--- config.mk ---
export PLATFORM = sky130hd
export DESIGN_NAME = bmi_i2c_target
export DESIGN_NICKNAME = d
export VERILOG_FILES = /design/src/pkg/bmi_pkg.sv /design/src/rtl/bmi_i2c_target.sv /design/src/rtl/bmi_sync.sv
export SDC_FILE = /design/constraint.sdc
export NUM_CORES = 1
export LEC_CHECK = 0
export BUFFER_PORTS_ARGS = -buffer_cell sky130_fd_sc_hd__buf_2
export CORE_ASPECT_RATIO = 0.7
export CORE_MARGIN = 2
export CORE_UTILIZATION = 61
export DETAILED_ROUTE_END_ITERATION = 8
export PLACE_DENSITY = 0.81
export SYNTH_ARGS = -nofsm -noshare
export SYNTH_HDL_FRONTEND = slang
export SYNTH_SLANG_ARGS = --single-unit
--- constraint.sdc ---
create_clock -name i_clk -period 4.2 [get_ports i_clk]
set_clock_uncertainty 0.05 [all_clocks]
set_input_delay 0.42 -clock i_clk [delete_from_list [all_inputs] [get_ports i_clk]]
set_output_delay 0.42 -clock i_clk [all_outputs]
set_load 0.1 [all_outputs]
--- src/pkg/bmi_pkg.sv ---
// Constants and carrier types for the battery monitor serial target port.
// Assumes a single 100 MHz system clock and a synchronous active-high reset.
package bmi_pkg;
  // Target address upper six bits; bit 1 comes from the select pin
  localparam logic [5:0] BMI_ADDR_BASE = 6'h14;
  // Highest register address reaching the non-volatile array
  localparam logic [7:0] BMI_NV_TOP = 8'h57;
  // Page size as a mask of the in-page offset bits
  localparam logic [7:0] BMI_PAGE_MASK = 8'h03;
  // Reset value of the internal register address
  localparam logic [7:0] BMI_ADDR_RST = 8'h00;
  // Internal write cycle length (array write time)
  localparam int BMI_WR_MS = 30;
  localparam int BMI_CLK_KHZ = 100000;
  localparam int BMI_WR_CYC = BMI_WR_MS * BMI_CLK_KHZ;
  // Power-up settle time before starts are honoured
  localparam int BMI_PUP_US = 10;
  localparam int BMI_PUP_CYC = BMI_PUP_US * (BMI_CLK_KHZ / 1000);

  // Serial state machine states
  typedef enum logic [2:0] {
    BMI_IDLE = 3'b000,
    BMI_RX = 3'b001,
    BMI_RX_ACK = 3'b010,
    BMI_TX = 3'b011,
    BMI_TX_ACK = 3'b100
  } bmi_state_t;

  // Register access request towards the register file
  typedef struct packed {
    logic wr;
    logic rd;
    logic nv;
    logic [7:0] addr;
    logic [7:0] data;
  } bmi_req_t;
endpackage : bmi_pkg

--- src/rtl/bmi_i2c_target.sv ---
// Serial two-wire target port of the battery monitor.
// Assumes host drives the clock, open-drain data joined outside by the
// testbench, and a register file answering reads in the same cycle.
`timescale 1ns/1ps
`default_nettype none
module bmi_i2c_target #(
  parameter int WR_CYC = bmi_pkg::BMI_WR_CYC,  // Internal write cycle
  parameter int PUP_CYC = bmi_pkg::BMI_PUP_CYC // Power-up hold-off
) (
  input wire logic i_clk,
  input wire logic i_sys_rst,
  input wire logic i_power_down,                 // Power-down state
  input wire logic i_addr_sel,                   // Address-select strap
  input wire logic i_nonvolatile_access_select,  // Array routing bit
  input wire logic i_protect,                    // Protected-block flag
  input wire logic i_scl,                        // Serial clock pin
  input wire logic i_serial_data_in_line,        // Data input pin
  input wire logic [7:0] i_rd_data,              // Register read data
  output logic o_serial_data_out_line,           // Data output level
  output logic o_serial_data_oe,                 // High while driving low
  output bmi_pkg::bmi_req_t o_req,               // One-cycle access pulse
  output logic o_busy                            // Internal write cycle
);
  import bmi_pkg::*;

  localparam int CW = $clog2(WR_CYC + 1);

  logic scl_lvl, scl_rise, scl_fall;
  logic sda_lvl, sda_rise, sda_fall;

  // Both lines pass two flops before use
  bmi_sync u_scl (
    .i_clk(i_clk),
    .i_sys_rst(i_sys_rst),
    .i_pin(i_scl),
    .o_lvl(scl_lvl),
    .o_rise(scl_rise),
    .o_fall(scl_fall)
  );
  bmi_sync u_sda (
    .i_clk(i_clk),
    .i_sys_rst(i_sys_rst),
    .i_pin(i_serial_data_in_line),
    .o_lvl(sda_lvl),
    .o_rise(sda_rise),
    .o_fall(sda_fall)
  );

  // Start and stop seen only with clock high
  logic start_ev, stop_ev;
  assign start_ev = sda_fall & scl_lvl;
  assign stop_ev = sda_rise & scl_lvl;

  bmi_state_t st_r, st_nxt;          // Serial state
  logic [2:0] bit_r, bit_nxt;        // Bit index within byte
  logic [7:0] sh_r, sh_nxt;          // Shift register
  logic [1:0] byte_r, byte_nxt;      // 0 addr, 1 reg addr, 2+ data
  logic rd_r, rd_nxt;                // Read direction
  logic ack_r, ack_nxt;              // Acknowledge to drive
  logic wrote_r, wrote_nxt;          // Data byte written this frame
  logic [7:0] ra_r, ra_nxt;          // Register address pointer
  logic oe_r, oe_nxt;                // Data output enable
  bmi_req_t req_r, req_nxt;          // Access pulse
  logic [CW-1:0] wcnt_r, wcnt_nxt;   // Write cycle counter
  logic busy_r, busy_nxt;            // Write cycle active
  logic [CW-1:0] pcnt_r, pcnt_nxt;   // Power-up hold-off counter
  logic ready_r, ready_nxt;          // Power-up complete
  logic sel_r, sel_nxt;              // Captured address strap

  logic active;
  logic [7:0] my_addr;
  logic [7:0] ra_inc;

  // Port usable only out of power-up, power-down and write cycle
  assign active = ready_r & ~i_power_down & ~busy_r;
  // Strap picks the address pair
  assign my_addr = {BMI_ADDR_BASE, sel_r, 1'b0};
  // Page roll-over within four bytes on writes
  assign ra_inc = rd_r ? ra_r + 8'h01 :
    ((ra_r & ~BMI_PAGE_MASK) | ((ra_r + 8'h01) & BMI_PAGE_MASK));

  // Next-state logic for the serial machine and its counters
  always_comb begin
    st_nxt = st_r;
    bit_nxt = bit_r;
    sh_nxt = sh_r;
    byte_nxt = byte_r;
    rd_nxt = rd_r;
    ack_nxt = ack_r;
    wrote_nxt = wrote_r;
    ra_nxt = ra_r;
    oe_nxt = oe_r;
    req_nxt = '0;
    wcnt_nxt = wcnt_r;
    busy_nxt = busy_r;
    pcnt_nxt = pcnt_r;
    ready_nxt = ready_r;
    sel_nxt = sel_r;
    // Power-up hold-off; strap caught while it runs
    if (!ready_r) begin
      sel_nxt = i_addr_sel;
      if (pcnt_r == CW'(PUP_CYC - 1)) begin
        ready_nxt = 1'b1;
      end else begin
        pcnt_nxt = pcnt_r + 1'b1;
      end
    end
    // Internal write cycle counts down, inputs ignored
    if (busy_r) begin
      if (wcnt_r == '0) begin
        busy_nxt = 1'b0;
      end else begin
        wcnt_nxt = wcnt_r - 1'b1;
      end
    end
    if (!active) begin
      // Pin released, machine idle
      st_nxt = BMI_IDLE;
      oe_nxt = 1'b0;
    end else if (start_ev) begin
      // Start or repeated start opens address byte
      st_nxt = BMI_RX;
      bit_nxt = 3'd7;
      byte_nxt = 2'd0;
      oe_nxt = 1'b0;
      wrote_nxt = 1'b0;
    end else if (stop_ev) begin
      // Stop ends any transfer
      st_nxt = BMI_IDLE;
      oe_nxt = 1'b0;
      // Frame closed: a later bare stop must not restart the cycle
      wrote_nxt = 1'b0;
      if (wrote_r) begin
        // Write cycle begins at stop
        busy_nxt = 1'b1;
        wcnt_nxt = CW'(WR_CYC - 1);
      end
    end else begin
      unique case (st_r)
        BMI_IDLE: begin
          oe_nxt = 1'b0;
        end
        BMI_RX: begin
          if (scl_rise) begin
            // Shift in MSB first
            sh_nxt = {sh_r[6:0], sda_lvl};
            bit_nxt = bit_r - 3'd1;
          end
          if (scl_fall) begin
            // Host owns the line while it sends a byte, keep released
            // so a stray drive cannot corrupt its bits
            oe_nxt = 1'b0;
          end
          if (scl_rise && bit_r == 3'd0) begin
            st_nxt = BMI_RX_ACK;
            ack_nxt = 1'b1;
            if (byte_r == 2'd0) begin
              // Match address, last bit is direction
              ack_nxt = ({sh_r[6:0], 1'b0} == my_addr);
              rd_nxt = sda_lvl;
            end else if (byte_r == 2'd1) begin
              // Any start address accepted
              ra_nxt = {sh_r[6:0], sda_lvl};
            end else begin
              // Protected writes not acknowledged
              ack_nxt = ~i_protect;
              if (!i_protect) begin
                req_nxt.wr = 1'b1;
                req_nxt.addr = ra_r;
                req_nxt.data = {sh_r[6:0], sda_lvl};
                req_nxt.nv = i_nonvolatile_access_select &&
                  ra_r <= BMI_NV_TOP;
                wrote_nxt = 1'b1;
                ra_nxt = ra_inc;
              end
            end
          end
        end
        BMI_RX_ACK: begin
          if (scl_fall) begin
            if (oe_r) begin
              // Ninth clock done, release line
              oe_nxt = 1'b0;
              if (byte_r == 2'd0 && rd_r) begin
                // Load first read byte
                st_nxt = BMI_TX;
                sh_nxt = i_rd_data;
                bit_nxt = 3'd7;
                oe_nxt = ~i_rd_data[7];
                req_nxt.rd = 1'b1;
                req_nxt.addr = ra_r;
                req_nxt.nv = i_nonvolatile_access_select &&
                  ra_r <= BMI_NV_TOP;
              end else begin
                // Address, register address, then data bytes
                st_nxt = BMI_RX;
                bit_nxt = 3'd7;
                if (byte_r != 2'd3) begin
                  byte_nxt = byte_r + 2'd1;
                end
              end
            end else if (ack_r) begin
              // Drive ack low while clock is low
              oe_nxt = 1'b1;
            end else begin
              // No ack: drop out until next start
              st_nxt = BMI_IDLE;
            end
          end
        end
        BMI_TX: begin
          if (scl_fall) begin
            if (bit_r == 3'd0) begin
              // Release line for host acknowledge
              st_nxt = BMI_TX_ACK;
              oe_nxt = 1'b0;
            end else begin
              // Next bit, MSB first, changed with clock low
              bit_nxt = bit_r - 3'd1;
              oe_nxt = ~sh_r[bit_r - 3'd1];
            end
          end
        end
        BMI_TX_ACK: begin
          if (scl_rise) begin
            if (sda_lvl) begin
              // Host nack ends transmission
              st_nxt = BMI_IDLE;
            end else begin
              // Host ack advances address
              ra_nxt = ra_r + 8'h01;
              rd_nxt = 1'b1;
            end
          end
          if (scl_fall) begin
            st_nxt = BMI_TX;
            sh_nxt = i_rd_data;
            bit_nxt = 3'd7;
            oe_nxt = ~i_rd_data[7];
            req_nxt.rd = 1'b1;
            req_nxt.addr = ra_r;
            req_nxt.nv = i_nonvolatile_access_select &&
              ra_r <= BMI_NV_TOP;
          end
        end
        default: begin
          st_nxt = BMI_IDLE;
        end
      endcase
    end
  end

  // Register all state
  always_ff @(posedge i_clk) begin
    if (i_sys_rst) begin
      st_r <= BMI_IDLE;
      bit_r <= 3'd7;
      sh_r <= 8'h00;
      byte_r <= 2'd0;
      rd_r <= 1'b0;
      ack_r <= 1'b0;
      wrote_r <= 1'b0;
      ra_r <= BMI_ADDR_RST;
      oe_r <= 1'b0;
      req_r <= '0;
      wcnt_r <= '0;
      busy_r <= 1'b0;
      pcnt_r <= '0;
      ready_r <= 1'b0;
      sel_r <= 1'b0;
    end else begin
      st_r <= st_nxt;
      bit_r <= bit_nxt;
      sh_r <= sh_nxt;
      byte_r <= byte_nxt;
      rd_r <= rd_nxt;
      ack_r <= ack_nxt;
      wrote_r <= wrote_nxt;
      ra_r <= ra_nxt;
      oe_r <= oe_nxt;
      req_r <= req_nxt;
      wcnt_r <= wcnt_nxt;
      busy_r <= busy_nxt;
      pcnt_r <= pcnt_nxt;
      ready_r <= ready_nxt;
      sel_r <= sel_nxt;
    end
  end

  // Output drives only low, enable marks drive
  assign o_serial_data_out_line = 1'b0;
  assign o_serial_data_oe = oe_r;
  assign o_req = req_r;
  assign o_busy = busy_r;
endmodule // bmi_i2c_target
`default_nettype wire

--- src/rtl/bmi_sync.sv ---
// Two-flop synchroniser with unfiltered edge detect outputs for one bus line.
// Assumes the input is asynchronous to i_clk.
`timescale 1ns/1ps
`default_nettype none
module bmi_sync (
  input wire logic i_clk,
  input wire logic i_sys_rst,
  input wire logic i_pin,
  output logic o_lvl,
  output logic o_rise,
  output logic o_fall
);
  logic s1_r;   // First stage, read only by second
  logic s2_r;   // Second stage
  logic s3_r;   // Previous synced level
  logic s1_nxt;
  logic s2_nxt;
  logic s3_nxt;

  // Next-state for the synchroniser chain
  always_comb begin
    s1_nxt = i_pin;
    s2_nxt = s1_r;
    s3_nxt = s2_r;
  end

  // Registers; idle bus reads high
  always_ff @(posedge i_clk) begin
    if (i_sys_rst) begin
      s1_r <= 1'b1;
      s2_r <= 1'b1;
      s3_r <= 1'b1;
    end else begin
      s1_r <= s1_nxt;
      s2_r <= s2_nxt;
      s3_r <= s3_nxt;
    end
  end

  assign o_lvl = s3_r;
  assign o_rise = s2_r & ~s3_r;
  assign o_fall = ~s2_r & s3_r;
endmodule // bmi_sync
`default_nettype wire

==> metrics, run 1 <==
DR iter-0 viols=342; Top delay family on crit path=compound AO/OA/AOI/OAI gates; Hold Path Sink=u_scl.s1_r; power per cell area=about 310 mW/mm^2; fmax=382.7 MHz; Initial Util=64.09%; CP Cell Sequence=ha_1 > and2_1 > a2bb2oi_1 > o22ai_1 > a211oi_2 > nor2_1 > a211oi_1; share of the synthesized area in the top cell type=41.93%; CP Max Fanout=16; Avg Synthesized Cell Area=8.511 um^2; Hold Crit Depth=2; synthesis-stage register bit count=100; Leak=around 2.0 nW; cell area after synthesis=0.004775 mm^2; Area Growth Syn to Fin=9.486%; initial antenna violation count=0; async set-or-reset flop fraction in the synthesized netlist=0%; DR vias/cell=5.974; # Max-Cap Violations=0; FF-to-FF setup slack=1590 ps; vias in the first global route=3,905; post-synthesis cell type count=59; die footprint=0.008562 mm^2; final critical-path required period=2613 ps; fin. max-slew vios=0; gr usage total=27.57%; CTS hold repair buffers=0; vias after detailed routing=4,152; worst min-delay path startpoint=i_scl; RD Place Congestion=1.011; Area contributors post-synth=dfxtp_1, nor2_1, xnor2_1; drt wl/cell=roughly 16 um; status=complete, no violations; worst-case clock buffer depth=2; critical path's largest stage delay=860 ps; Clock Latency Late Sink=roughly 370 ps; Final Cell Area=about 0.0052 mm^2; DR DRC count=0; row cnt=26; Root Driver=clkbuf_8; Core Box Area=approximately 0.0074 mm^2; first-pass GRT wire length=18,640 um; Final Cycle Share=62.22%; area of the multi-input gates=0.002631 mm^2; IO Count=38; drt pass-1 iters=6; CP max-delay cell=a211oi_2; storage element area=0.002002 mm^2; clock sink count=100; reg2reg path depth=7; critical path class=flip-flop to flip-flop; Filler cells=585; unrepaired setup endpoints after global routing=no; yosys warns=0; Die Height=78.02 um; Antenna Cells=0; R2R Path Start=u_scl.o_lvl; area after detailed placement=0.005026 mm^2; CTS tree=built; VDD IR-drop max=0.2435 mV; cell taking the most area after synthesis=dfxtp_1; DRT Wirelength=10,990 um; Final Hold Viols=0; slew margin rel.=34.14%; Buf+Inv Stages, Crit Path=0; layout net count=between 600 and 700; Req. time, crit path=4430 ps; synthesized net count=587; Crit. End Element=flip-flop; Post-CTS Resized=0; pin count of the biggest net entering global routing=65; ys flop type=dfxtp_1; setup bufs post-CTS=0; clock-pin transition on the worst setup and hold timing paths=approximately 100 ps; Slew @ Worst Pin=986.1 ps; Total Power=around 1.6 mW; gr ovfl total=0; share of layout cells above drive strength 1=11.56%; Critical R2R Capture=sh_r[5]; Cells after Synth=561; Critical Path AT=between 2000 and 3000 ps; worst min path class=input port to flip-flop; TritonCTS Buffers=9; Die Wd=109.7 um; antenna viol nets, final=0; Seq/Total Area, Yosys=41.93%; HPWL Detailed=7686 um; CTS H-tree depth=3; Setup violations, final=0; setup_tns=0 ps; startpoint types=flip-flop; PortBufs=36; number of synthesized flops with an enable pin=0
==> cell families after synthesis <==
logic type / Yosys count / synth area share, %
flip-flops: 100 / 41.93
buffers and inverters: 36 / 2.961
XOR/XNOR: 38 / 6.971
adder cells (fa/ha/maj): 10 / 2.621
multiplexers: 16 / 3.904
other: 1 / 0.07854
AND/OR/NAND/NOR: 260 / 27.86
AO/OA/AOI/OAI: 100 / 13.68
==> flip-flops by register name (all words and copies together) (netlist names), 2 cells and up <==
signal / cells
st_r: 3
pcnt_r: 22
sh_r: 8
byte_r: 2
ra_r: 8
wcnt_r: 22
o_req: 19
bit_r: 3
==> cells in the mapped netlist (all sizes together), types with 4 or more instances <==
master	n
dfxtp	100
nor2	88
nand2	36
a21oi	28
o21ai	27
and2	22
xnor2	20
xor2	18
clkbuf	16
inv	16
nor3	16
nand4	15
a211oi	13
mux2i	13
nand3	13
ha	10
nand2b	10
nor4	10
nor2b	8
and3	7
nor3b	7
or2	7
or4	7
a22oi	6
a31oi	5
buf	4
==> worst max path at each step <==
stage | startpoint | to | cells after the start
after floorplan | o_serial_data_oe | bit_r[2] | 6
after CTS | u_scl.o_lvl | sh_r[5] | 7
after detailed placement | u_scl.o_lvl | sh_r[0] | 7
final | u_scl.o_lvl | sh_r[5] | 7
after global routing | u_scl.o_lvl | sh_r[0] | 7
after global placement | st_r[0] | ra_r[2] | 7
==> layout by cell type (no fill, tap or decap), drive strengths merged, types with 8 or more instances in the layout <==
cell,instances
nand4,15
dfxtp,100
nor2,88
nor4,10
a211oi,13
a21oi,28
nand2b,10
nand3,13
buf,40
o21ai,27
mux2i,13
and2,22
nor2b,8
ha,10
inv,16
xor2,18
xnor2,20
nand2,36
nor3,16
clkbuf,10
==> per-layer routing <==
layer	global-route usage [%]	wire length, um
met1	40.73	5419
met2	39.63	4523
met3	7.558	921
met4	6.962	122
met5	0	0
==> metrics by stage <==
step	utilization [%]	worst slack [ps]	hold WS, ps	cells
2_1_floorplan	-	1640	339.5	561
6_report	70.17	1587	183.0	695
5_1_grt	70.17	1325	168.6	695
3_3_place_gp	67.47	1774	345.6	679
3_5_place_dp	67.47	1649	350.5	679
4_1_cts	70.17	1585	162.9	695
==> power by group <==
part / leakage (nW) / switching (mW) / total [mW] / internal [mW]
Clock: 0.0983 / 0.336 / 0.626 / 0.291
Combinational: 1.06 / 0.0276 / 0.0417 / 0.0141
Sequential: 0.807 / 0.00540 / 0.958 / 0.953
==> area by class of cell <==
type / instances / area share, %
clock inverters: 6 / 1.221
well taps: 98 / 2.346
multi-input cells: 425 / 50.34
flip-flops and latches: 100 / 38.30
clock buffers: 10 / 2.633
repair buffers: 40 / 4.021
inverters: 16 / 1.149
Power figures use the tool's default switching activity.
==> run 2: changes to the inputs <==
CORE_UTILIZATION = 54   (was 61)
PLACE_DENSITY = 0.76   (was 0.81)
clock period = 2.35 ns   (was 4.2 ns; I/O delays follow)
==> metrics, run 2 (synthesized netlist as in run 1, its figures left out) <==
Leak=2.178 nW (+11%); DR vias/cell=5.717 (-4.3%); met3 wire len=687 um (-25%); final critical-path required period=2227 ps (-386.2 ps); initial antenna violation count=1 (+1); Final WS setup=122.9 ps (-1464 ps); antenna viol nets, final=0 (unchanged); Total Power=3.433 mW (+110%); # Max-Cap Violations=0 (unchanged); gr ovfl total=0 (unchanged); row cnt=28 (+7.7%); Final Hold Viols=0 (unchanged); Final Cycle Share=94.77% (+33 points); DR DRC count=0 (unchanged); Place WS=21.75 ps (-1627 ps); fin. max-slew vios=0 (unchanged); fmax=449.0 MHz (+17%); Metal-1 WL=5316 um (-1.9%); Critical Path AT=2400 ps (-450 ps); startpoint types=flip-flop; power per cell area=610.9 mW/mm^2 (+96%); DRT Wirelength=10,980 um (about the same); VDD IR-drop max=0.5324 mV (+120%); most common cell after layout, fill and taps aside=dfxtp_1; worst min path class=input port to flip-flop; area of the multi-input gates=0.002673 mm^2 (+1.6%); Filler cells=720 (+23%); Core Box Area=0.008513 mm^2 (+14%); R2R Path Start=wcnt_r[14]; worst-case clock buffer depth=2 (unchanged); HPWL Detailed=7820 um (+1.8%); Crit. End Element=flip-flop; slew margin rel.=55.13% (+21 points); Initial Util=56.08% (-8.0 points); clock sink count=100 (unchanged); Antenna Cells=0 (unchanged); CTS H-tree depth=3 (unchanged); routed wl met2=4823 um (+6.6%); drt pass-1 iters=5 (-1); reg2reg path depth=6 (-1); CTS tree=built; Clock Latency Late Sink=350 ps (-20 ps); Req. time, crit path=2530 ps (-1900 ps); Area Growth Syn to Fin=17.69%; max layer used=met4; setup_tns=0 ps (unchanged); IO Count=38 (unchanged); first-pass GRT wire length=18,610 um (-0.14%); Die Height=82.67 um (+6.0%); Critical R2R Capture=wcnt_r[7]; commonest non-fill, non-tap cells in the layout=dfxtp_1, nor2_1, nand2_1, buf_2, buf_4; Slew @ Worst Pin=673.0 ps (-313.1 ps); pin count of the biggest net entering global routing=34 (-48%); Hold Path Sink=u_scl.s1_r; critical path class=flip-flop to flip-flop; share of layout cells above drive strength 1=16.72% (+5.2 points); clock-pin transition on the worst setup and hold timing paths=70 ps (-30 ps); Die Wd=116.4 um (+6.1%); setup bufs post-CTS=0 (unchanged); layout net count=643 (+4.0%); DR iter-0 viols=243 (-29%); Setup violations, final=0 (unchanged); storage element area=0.002004 mm^2 (+0.12%); RD Place Congestion=0.9312 (-7.9%); CP Max Fanout=9 (-7); vias in the first global route=3,945 (+1.0%); die footprint=0.009622 mm^2 (+12%); TritonCTS Buffers=9 (unchanged); vias after detailed routing=4,242 (+2.2%); drt wl/cell=14.79 um (-6.4%); gr usage total=24.57% (-3.0 points); FF-to-FF setup slack=120 ps (-1460 ps); CTS hold repair buffers=0 (unchanged); Root Driver=clkbuf_16; worst min-delay path startpoint=i_scl; PortBufs=36 (unchanged); Hold Crit Depth=2 (unchanged); unrepaired setup endpoints after global routing=no; status=complete, no violations
[run 2: through the flow]
stage | std cells | area (um^2) | util, % | hold WS (ps)
after global placement | 726 | 5244 | 61.60 | 341.9
after global routing | 742 | 5619 | 66.01 | 16.55
after CTS | 742 | 5582 | 65.56 | 8.942
final | 742 | 5619 | 66.01 | 20.80
after floorplan | 561 | 4777 | - | 288.8
after detailed placement | 726 | 5244 | 61.60 | 345.6
[run 2: cell type report]
class	count	share of cell area (%)
clock buffers	10	4.253
clock inverters	6	1.692
inverters	16	1.069
multi-input cells	425	47.56
flip-flops and latches	100	35.67
well taps	120	2.672
repair buffers	65	7.081
[run 2: repair_timing]
| item | in CTS | in global routing |
|---|---|---|
| resized for setup | 1 | 8 |
| endpoints found under the setup margin | 2 | 15 |
| pin swaps | 0 | 2 |
[run 2: report_power, final]
group          switching (mW)  internal [mW]  leakage [nW]
clock                   0.670          0.974         0.164
combinational          0.0488         0.0278          1.21
sequential            0.00987           1.70         0.808
[run 2: worst max-delay path, stage by stage (launching register included)]
cell,delay (ps)
dfxtp_1,320
or4_1,550
or4_4,580
o21ai_4,270
nor3_1,110
xnor2_1,150
a21oi_1,80
[run 2: metal layers]
| layer | vias to the layer above | track usage [%] |
|---|---|---|
| met3 | 15 | 6.204 |
| met5 | - | 0 |
| met4 | 0 | 7.738 |
| met2 | 146 | 38.31 |
| met1 | 1987 | 33.63 |
| li1 | 2094 | - |
[run 2: worst max-delay path by stage]
stage	startpoint	endpoint	slack, ps	depth (start not counted)
2_1_floorplan	o_serial_data_oe	bit_r[2]	140	6
3_3_place_gp	wcnt_r[14]	wcnt_r[19]	60	6
3_5_place_dp	wcnt_r[14]	wcnt_r[19]	20	6
4_1_cts	bit_r[0]	o_req[16]	100	8
5_1_grt	wcnt_r[14]	wcnt_r[19]	10	6
6_report	wcnt_r[14]	wcnt_r[7]	120	6
